## config.mk

```make
export PLATFORM = sky130hd
export DESIGN_NAME = ext_irq_and_vector_select
export DESIGN_NICKNAME = d
export VERILOG_FILES = /design/src/irq_vec_pkg.sv /design/src/ext_irq_and_vector_select.sv /design/src/pin_sense.sv
export SDC_FILE = /design/constraint.sdc
export NUM_CORES = 1
export LEC_CHECK = 0
export ABC_AREA = 1
export BUFFER_PORTS_ARGS = -buffer_cell sky130_fd_sc_hd__buf_2
export CAP_MARGIN = 20
export CORE_MARGIN = 2
export CORE_UTILIZATION = 56
export DETAILED_ROUTE_END_ITERATION = 7
export PLACE_DENSITY = 0.95
export SETUP_SLACK_MARGIN = 0.2
export SKIP_LAST_GASP = 1
export SLEW_MARGIN = 15
export SYNTH_ARGS = -nofsm -noshare
export SYNTH_HDL_FRONTEND = slang
export SYNTH_SLANG_ARGS = --single-unit
```

## constraint.sdc

```tcl
create_clock -name clk -period 2.15 [get_ports clk]
set_input_delay 0 -clock clk [delete_from_list [all_inputs] [get_ports clk]]
set_output_delay 0 -clock clk [all_outputs]
set_load 0.05 [all_outputs]
```

## src/irq_vec_pkg.sv

```systemverilog
package irq_vec_pkg;
  // io offsets of the registers
  localparam logic [5:0] OFS_MCU_CTRL = 6'h35;
  localparam logic [5:0] OFS_MCU_CSR = 6'h34;
  localparam logic [5:0] OFS_GEN_IRQ_CTRL = 6'h3B;
  localparam logic [5:0] OFS_IRQ_FLAGS = 6'h3A;
  // data space sees the io map shifted up
  localparam logic [7:0] DATA_SPACE_OFS = 8'h20;
  // field positions
  localparam int SENSE_A_LO = 0;
  localparam int SENSE_B_LO = 2;
  localparam int SENSE_C_BIT = 6;
  localparam int EN_B_BIT = 7;
  localparam int EN_A_BIT = 6;
  localparam int EN_C_BIT = 5;
  localparam int VEC_SEL_BIT = 1;
  localparam int VEC_CHG_BIT = 0;
  // reset values
  localparam logic [7:0] RST_MCU_CTRL = 8'h00;
  localparam logic [7:0] RST_GEN_IRQ_CTRL = 8'h00;
  // sense encodings
  localparam logic [1:0] SENSE_LOW = 2'h0;
  localparam logic [1:0] SENSE_ANY = 2'h1;
  localparam logic [1:0] SENSE_FALL = 2'h2;
  localparam logic [1:0] SENSE_RISE = 2'h3;
  // timing counts
  localparam logic [2:0] CHG_WINDOW_CYC = 3'h4;
  localparam logic [1:0] WAKE_SAMPLES = 2'h2;
  // pin indices
  localparam int PIN_A = 0;
  localparam int PIN_B = 1;
  localparam int PIN_C = 2;
  // vector change sequencer
  typedef enum logic [2:0] {
    VS_IDLE = 3'b001,
    VS_ARMED = 3'b010,
    VS_HOLD = 3'b100
  } vs_state_e;
  // one access from the core per cycle
  typedef struct packed {
    logic wr;
    logic rd;
    logic io_space;
    logic [7:0] addr;
    logic [7:0] wdata;
  } io_req_s;
endpackage

```

## src/ext_irq_and_vector_select.sv

```systemverilog
`timescale 1ns/1ps
`default_nettype none
module ext_irq_and_vector_select (
  input wire logic clk,
  input wire logic resetn,
  input wire irq_vec_pkg::io_req_s io_req,
  input wire logic [2:0] ext_irq_pin,
  input wire logic status_i_flag,
  input wire logic [2:0] irq_taken,
  input wire logic instr_done,
  input wire logic exec_in_boot,
  input wire logic app_side_boot_lock,
  input wire logic boot_side_boot_lock,
  input wire logic [15:0] boot_section_base,
  input wire logic io_clk_run,
  input wire logic sleeping,
  input wire logic wdt_tick,
  output logic [7:0] io_rdata,
  output logic [2:0] irq_req,
  output logic irq_block,
  output logic [15:0] vec_base,
  output logic wake_req
);
  import irq_vec_pkg::*;

  // true when the access targets io offset off
  function automatic logic io_hit(input io_req_s r,
                                  input logic [5:0] off);
    logic [7:0] a;
    a = {2'h0, off};
    if (r.io_space) begin
      io_hit = (r.addr == a);
    end else begin
      io_hit = (r.addr == 8'(a + DATA_SPACE_OFS));
    end
  endfunction

  // register bit of pin i; enables and flags share one layout
  function automatic int pin_bit(input int i);
    case (i)
      PIN_A: pin_bit = EN_A_BIT;
      PIN_B: pin_bit = EN_B_BIT;
      default: pin_bit = EN_C_BIT;
    endcase
  endfunction

  // decoded strobes
  logic wr_mcu, wr_csr, wr_gic, wr_flg;
  logic rd_mcu, rd_csr, rd_gic, rd_flg;
  assign wr_mcu = io_req.wr & io_hit(io_req, OFS_MCU_CTRL);
  assign wr_csr = io_req.wr & io_hit(io_req, OFS_MCU_CSR);
  assign wr_gic = io_req.wr & io_hit(io_req, OFS_GEN_IRQ_CTRL);
  assign wr_flg = io_req.wr & io_hit(io_req, OFS_IRQ_FLAGS);
  assign rd_mcu = io_req.rd & io_hit(io_req, OFS_MCU_CTRL);
  assign rd_csr = io_req.rd & io_hit(io_req, OFS_MCU_CSR);
  assign rd_gic = io_req.rd & io_hit(io_req, OFS_GEN_IRQ_CTRL);
  assign rd_flg = io_req.rd & io_hit(io_req, OFS_IRQ_FLAGS);

  // register state
  logic [7:0] mcu_ctrl_q, mcu_ctrl_d; // whole byte kept
  logic sense_c_q, sense_c_d; // only live bit of status reg
  logic [2:0] en_q, en_d; // per pin enables
  logic [2:0] flag_q, flag_d; // sticky edge flags
  logic vsel_q, vsel_d; // vector table select
  logic [7:0] rdata_q, rdata_d;

  // vector change sequencer state
  vs_state_e st_q, st_d;
  logic [2:0] cnt_q, cnt_d;

  // outputs
  logic [2:0] req_q, req_d;
  logic block_q, block_d;
  logic [15:0] base_q, base_d;
  logic wake_q, wake_d;
  logic [1:0] lvl_cnt_q, lvl_cnt_d;

  // per pin sensing
  logic [1:0] mode [3];
  logic [2:0] evt, low_lvl, run;
  assign mode[PIN_A] = mcu_ctrl_q[SENSE_A_LO +: 2];
  assign mode[PIN_B] = mcu_ctrl_q[SENSE_B_LO +: 2];
  // third pin forced onto an edge code
  assign mode[PIN_C] = {1'b1, sense_c_q};
  // first two edge paths stop with the io clock
  assign run = {1'b1, io_clk_run, io_clk_run};

  // pin level is read whatever its direction
  generate
    for (genvar i = 0; i < 3; i++) begin : g_pin
      pin_sense u_sense (
        .clk(clk),
        .resetn(resetn),
        .pin(ext_irq_pin[i]),
        .edge_run(run[i]),
        .mode(mode[i]),
        .evt(evt[i]),
        .low_lvl(low_lvl[i])
      );
    end
  endgenerate

  logic [2:0] lvl_mode;
  assign lvl_mode = {1'b0, mode[PIN_B] == SENSE_LOW,
                     mode[PIN_A] == SENSE_LOW};

  // sense control registers
  always_comb begin
    mcu_ctrl_d = wr_mcu ? io_req.wdata : mcu_ctrl_q;
    sense_c_d = wr_csr ? io_req.wdata[SENSE_C_BIT] : sense_c_q;
  end

  // vector change sequence; enables take any write
  always_comb begin
    st_d = st_q;
    cnt_d = cnt_q;
    vsel_d = vsel_q;
    en_d = en_q;
    if (wr_gic) begin
      for (int i = 0; i < 3; i++) begin
        en_d[i] = io_req.wdata[pin_bit(i)];
      end
    end
    case (st_q)
      VS_IDLE: begin
        if (wr_gic && io_req.wdata[VEC_CHG_BIT]) begin
          st_d = VS_ARMED;
          cnt_d = 3'h0;
        end
      end
      VS_ARMED: begin
        if (wr_gic && io_req.wdata[VEC_CHG_BIT]) begin
          // re-arming restarts the window
          cnt_d = 3'h0;
        end else if (wr_gic) begin
          vsel_d = io_req.wdata[VEC_SEL_BIT];
          st_d = VS_HOLD;
        end else if (cnt_q == 3'(CHG_WINDOW_CYC - 3'h1)) begin
          st_d = VS_IDLE;
        end else begin
          cnt_d = 3'(cnt_q + 3'h1);
        end
      end
      VS_HOLD: begin
        // instruction after the select write has retired
        if (instr_done) begin
          st_d = VS_IDLE;
        end
      end
      default: st_d = VS_IDLE;
    endcase
  end

  // flags: set beats both clears in the same cycle
  always_comb begin
    flag_d = flag_q;
    for (int i = 0; i < 3; i++) begin
      if (wr_flg && io_req.wdata[pin_bit(i)]) begin
        flag_d[i] = 1'b0;
      end
      if (irq_taken[i]) begin
        flag_d[i] = 1'b0;
      end
      if (evt[i]) begin
        flag_d[i] = 1'b1;
      end
      if (lvl_mode[i]) begin
        flag_d[i] = 1'b0;
      end
    end
  end

  // read mux, answer one cycle after the strobe
  always_comb begin
    rdata_d = 8'h00;
    if (rd_mcu) begin
      rdata_d = mcu_ctrl_q;
    end else if (rd_csr) begin
      rdata_d[SENSE_C_BIT] = sense_c_q;
    end else if (rd_gic) begin
      rdata_d[EN_B_BIT] = en_q[PIN_B];
      rdata_d[EN_A_BIT] = en_q[PIN_A];
      rdata_d[EN_C_BIT] = en_q[PIN_C];
      rdata_d[VEC_SEL_BIT] = vsel_q;
      rdata_d[VEC_CHG_BIT] = (st_q == VS_ARMED);
    end else if (rd_flg) begin
      // a level-mode flag reads zero even in its first cycle
      rdata_d[EN_B_BIT] = flag_q[PIN_B] & ~lvl_mode[PIN_B];
      rdata_d[EN_A_BIT] = flag_q[PIN_A] & ~lvl_mode[PIN_A];
      rdata_d[EN_C_BIT] = flag_q[PIN_C];
    end
  end

  // request gating; global flag only read, never changed
  logic lock_off;
  always_comb begin
    lock_off = (vsel_q & app_side_boot_lock & ~exec_in_boot) |
               (~vsel_q & boot_side_boot_lock & exec_in_boot);
    block_d = (st_d != VS_IDLE);
    req_d = 3'h0;
    for (int i = 0; i < 3; i++) begin
      req_d[i] = status_i_flag & en_q[i] & ~block_d & ~lock_off &
                 (flag_q[i] | (lvl_mode[i] & low_lvl[i]));
    end
    base_d = vsel_q ? boot_section_base : 16'h0000;
  end

  // wake: two watchdog samples qualify a low level
  logic any_low;
  always_comb begin
    any_low = |(en_q & lvl_mode & low_lvl);
    lvl_cnt_d = lvl_cnt_q;
    if (!any_low) begin
      lvl_cnt_d = 2'h0;
    end else if (wdt_tick && lvl_cnt_q != WAKE_SAMPLES) begin
      lvl_cnt_d = 2'(lvl_cnt_q + 2'h1);
    end
    wake_d = wake_q;
    if (!sleeping) begin
      wake_d = 1'b0;
    end
    // once qualified, wake stands even if level vanishes
    if (sleeping && (lvl_cnt_q == WAKE_SAMPLES ||
        |(en_q & ~lvl_mode & evt))) begin
      wake_d = 1'b1;
    end
  end

  // all registers of the block
  always_ff @(posedge clk or negedge resetn) begin
    if (!resetn) begin
      mcu_ctrl_q <= RST_MCU_CTRL;
      sense_c_q <= 1'b0;
      en_q <= 3'h0;
      flag_q <= 3'h0;
      vsel_q <= RST_GEN_IRQ_CTRL[VEC_SEL_BIT];
      rdata_q <= 8'h00;
      st_q <= VS_IDLE;
      cnt_q <= 3'h0;
      req_q <= 3'h0;
      block_q <= 1'b0;
      base_q <= 16'h0000;
      wake_q <= 1'b0;
      lvl_cnt_q <= 2'h0;
    end else begin
      mcu_ctrl_q <= mcu_ctrl_d;
      sense_c_q <= sense_c_d;
      en_q <= en_d;
      flag_q <= flag_d;
      vsel_q <= vsel_d;
      rdata_q <= rdata_d;
      st_q <= st_d;
      cnt_q <= cnt_d;
      req_q <= req_d;
      block_q <= block_d;
      base_q <= base_d;
      wake_q <= wake_d;
      lvl_cnt_q <= lvl_cnt_d;
    end
  end

  assign io_rdata = rdata_q;
  assign irq_req = req_q;
  assign irq_block = block_q;
  assign vec_base = base_q;
  assign wake_req = wake_q;

  logic armed;
  assign armed = (st_q == VS_ARMED);
endmodule
`default_nettype wire

```

## src/pin_sense.sv

```systemverilog
`timescale 1ns/1ps
`default_nettype none
module pin_sense (
  input wire logic clk,
  input wire logic resetn,
  input wire logic pin,
  input wire logic edge_run,
  input wire logic [1:0] mode,
  output logic evt,
  output logic low_lvl
);
  import irq_vec_pkg::*;
  logic [1:0] sync_q, sync_d; // stage 0 feeds stage 1 only
  logic prev_q, prev_d; // last sampled level
  logic act_q, act_d; // level after polarity
  logic s2;
  assign s2 = sync_q[1];
  // next values; prev and act frozen while the io clock is stopped, the synchroniser keeps sampling
  always_comb begin
    sync_d = {sync_q[0], pin};
    prev_d = edge_run ? s2 : prev_q;
    act_d = edge_run ? ((mode == SENSE_RISE) ? s2 : ~s2) : act_q;
  end
  always_ff @(posedge clk or negedge resetn) begin
    if (!resetn) begin
      sync_q <= 2'h3;
      prev_q <= 1'b1;
      act_q <= 1'b0;
    end else begin
      sync_q <= sync_d;
      prev_q <= prev_d;
      act_q <= act_d;
    end
  end
  // edge, change or level decode
  always_comb begin
    evt = 1'b0;
    case (mode)
      SENSE_ANY: evt = edge_run & (s2 ^ prev_q);
      // polarity flip itself can fire, on purpose
      SENSE_FALL, SENSE_RISE: evt = edge_run & act_d & ~act_q;
      default: evt = 1'b0;
    endcase
    // level path ignores edge_run; modelled on clk here
    low_lvl = (mode == SENSE_LOW) & ~s2;
  end
endmodule
`default_nettype wire

```

==> results_dict.tcl <==
set metrics [dict create \
    ys_async_sr_fraction_pct 100 \
    synthFlopType "dfrtp_1" \
    slew_headroom_pct 53.3 \
    arrival_ns 1.76 \
    grt_overflow 0 \
    critPathRequiredTime_ns 2.44 \
    total_power_mw 2.65 \
    power_frac_seq_pct 49.3 \
    start_util_pct 59.0 \
    hold_class "primary input to flop" \
    tightest_slew_ns 0.701 \
    fin_tns_setup_ns 0 \
    crit_fanout 18 \
    postLayoutCellArea_sq_mm 0.00385 \
    grt_max_degree 36 \
    rsz0062_at_grt "false" \
    first_pass_iters 6 \
    yosys_warnings 0 \
    crit_end "irq_req[2]" \
    max_freq_ghz 0.679 \
    crit_path_frequent_cell "inv_1" \
    via_count 2634 \
    die_w_microns 75.3 \
    crit_start "vsel_q" \
    hold_viol_final 0 \
    htreeDepth 3 \
    pwr_density_cell_mw_per_mm2 690 \
    syn_nets 370 \
    ff2ff_setup_slack_ns 0.68 \
    hold_slack_ns 0.0377 \
    totalWireLength_mm 7.38 \
    antenna_found_initial 0 \
    slew_violations 0 \
    drtIter0Drc 240 \
    clk_latency_ns 0.35 \
    ios 80 \
    fin_crit_sh_pct 68.5 \
    peakVddDrop_uv 572 \
    placed_area_sq_mm 0.00332 \
    synth_edf_count 0 \
    maxCapViolCount 0 \
    yosysTopAreaCellShare_pct 48.4 \
    cts_setup_buffers 0 \
    reg2reg_depth 6 \
    status "finished, final reports clean" \
    drc_errors 0 \
    dieArea_sq_mm 0.00566 \
    cts_sinks 64 \
    yosys.cell_count.top_type "nand2_1" \
    ant_nets 0 \
    p_int_mw 1.88 \
    r2r-start "vsel_q" \
    cts.clk_slew.worst_paths_ns 0.08 \
    first_global_vias 2700 \
    slowest_delay_ns 0.56 \
    period_minus_slack_ns 1.47 \
    critPathSlowestCell "dfrtp_2" \
    ys_top_cells_by_area "dfrtp_1, nand2_1, dfstp_2" \
    synthToLayoutAreaGrowth_pct 35.3 \
    die_h_microns 75.3 \
    path_cells "inv_1, nand3_1, o21ai_0, nor4b_1, nand2_1, inv_1" \
    grt_pass1_wl_mm 11.8 \
    critPathLaunchType "flop" \
    place.detailed.hpwl_mm 4.85 \
    io_buffers 79 \
    clock_path_buffers 2 \
    power_switching_mw 0.774 \
    r2r-end "irq_req[2]" \
    cts_tree "built" \
    avgSynthCellArea_sq_um 9.00 \
    swShare_pct 29.2 \
    viasPerCell 5.16 \
    p_leak_nw 2.16 \
    power_frac_clock_pct 36.5 \
    finalClockSkew_ns 0.0111 \
    numCtsBuffers 9 \
    core_area_sq_mm 0.00482 \
    wl_per_cell_microns 14.5 \
    grt.total_usage_pct 28.9 \
    finish.net_count 492 \
    num_antenna_cells 0 \
    ys_seq_area_share_pct 56.7 \
    synthesis.area_sq_mm 0.00284 \
    synth_top_area_cell "dfrtp_1" \
    pwr-share-comb_pct 14.2 \
    root_buffer "clkbuf_8" \
    yosysUniqueCellTypes 35 \
    ys_ff_latch 64 \
    gp_congestion 0.874 \
    crit_path_end_kind "flop" \
    drive_above_1_share_pct 28.7 \
    ys_top_cells_by_count "nand2_1, inv_1, dfrtp_1" \
    setup.worst_path.class "flop to flop" \
    setup_viol 0 \
    min_from "io_req[9]" \
    syn_inst 316 \
    num_rows 25 \
]
[cells by family (layout without fill, tap and decap cells)]
group	after synthesis	in the layout	synth area share, %
AOI/OAI and AO/OA	45	45	9.77
xor gates and xnor gates	1	1	0.308
adders and majority gates	3	3	1.32
buffers and inverters	65	192	9.02
DFF	64	64	56.7
and+or+nand+nor	138	138	22.8
[how the worst min path moves through the flow]
stage	endpoint	slack (ns)	depth (start not counted)
final	sense_c_q	0.04	4
after global routing	sense_c_q	0.05	4
after CTS	en_q[0]	0.01	3
after detailed placement	io_rdata[5]	0.08	1
after global placement	mcu_ctrl_q[4]	0.07	1
after floorplan	cnt_q[0]	-0.30	0
[critical path, delay by kind of cell (launching register included)]
kind / cells / cell delay (ns)
and+or+nand+nor: 3 / 0.50
buffers and inverters: 2 / 0.20
DFF: 1 / 0.56
AOI/OAI and AO/OA: 1 / 0.15
[state kept, by name (all words and copies together), names as in the netlist]
name                  cells
sense_c_q                 1
cnt_q                     3
wake_req                  1
lvl_cnt_q                 2
io_rdata                  8
g_pin.u_sense.sync_q      6
en_q                      3
st_q                      3
g_pin.u_sense.prev_q      2
vsel_q                    1
flag_q                    3
irq_req                   3
vec_base                 16
g_pin.u_sense.act_q       3
mcu_ctrl_q                8
irq_block                 1
[cell type report]
type	instances	area (sq um)
clock buffers	10	138
flip-flops and latches	64	1610
repair buffers	114	756
well taps	67	83.8
clock inverters	6	50.0
fillers	288	970
inverters	62	233
multi-input cells	187	973
[per-stage QoR]
step           utilization [%]  instances  setup WS [ns]
6_report                  79.9        510          0.677
5_1_grt                   79.9        510          0.442
4_1_cts                   79.6        509          0.514
3_5_place_dp              68.9        460          0.530
3_3_place_gp              68.9        460          0.734
2_1_floorplan                -        316          0.961
[layout by cell type (no fill, tap or decap), types with 2 or more instances in the layout]
cell type      count
buf_2             79
nand2_1           71
inv_1             61
dfrtp_1           54
dlygate4sd3_1     34
nand3_1           25
nor2_1            18
o21ai_0           18
a21oi_1           12
clkbuf_8          10
dfstp_2            9
o21ai_2            6
nand2_2            5
nand4_1            3
o21a_1             3
ha_1               3
inv_6              3
nor2_4             2
nor2_2             2
nor3_1             2
nor4_1             2
o21bai_1           2
clkinvlp_4         2
[metal layers]
metal	vias up	wire length (microns)	track usage, %
li1	1238	-	-
met1	1246	2730	31.0
met2	117	3920	52.0
met3	33	517	10.4
met4	0	208	10.7
met5	-	0	0
[power groups by stage]
stage                     registers [mW]  clock network [mW]  logic [mW]
after detailed placement            1.33                   0       0.321
final                               1.31               0.968       0.376
after CTS                           1.31               0.977       0.368
after floorplan                     1.39                   0       0.123
after global placement              1.32                   0       0.309
after global routing                1.31                1.03       0.413
[what timing repair did]
action                                 CTS  global route
setup endpoints to repair                0             1
gates resized for setup                  0             1
endpoints found under the hold margin   60             2
hold buffers                            33             1
No activity file was read; power rests on OpenSTA's default activity.
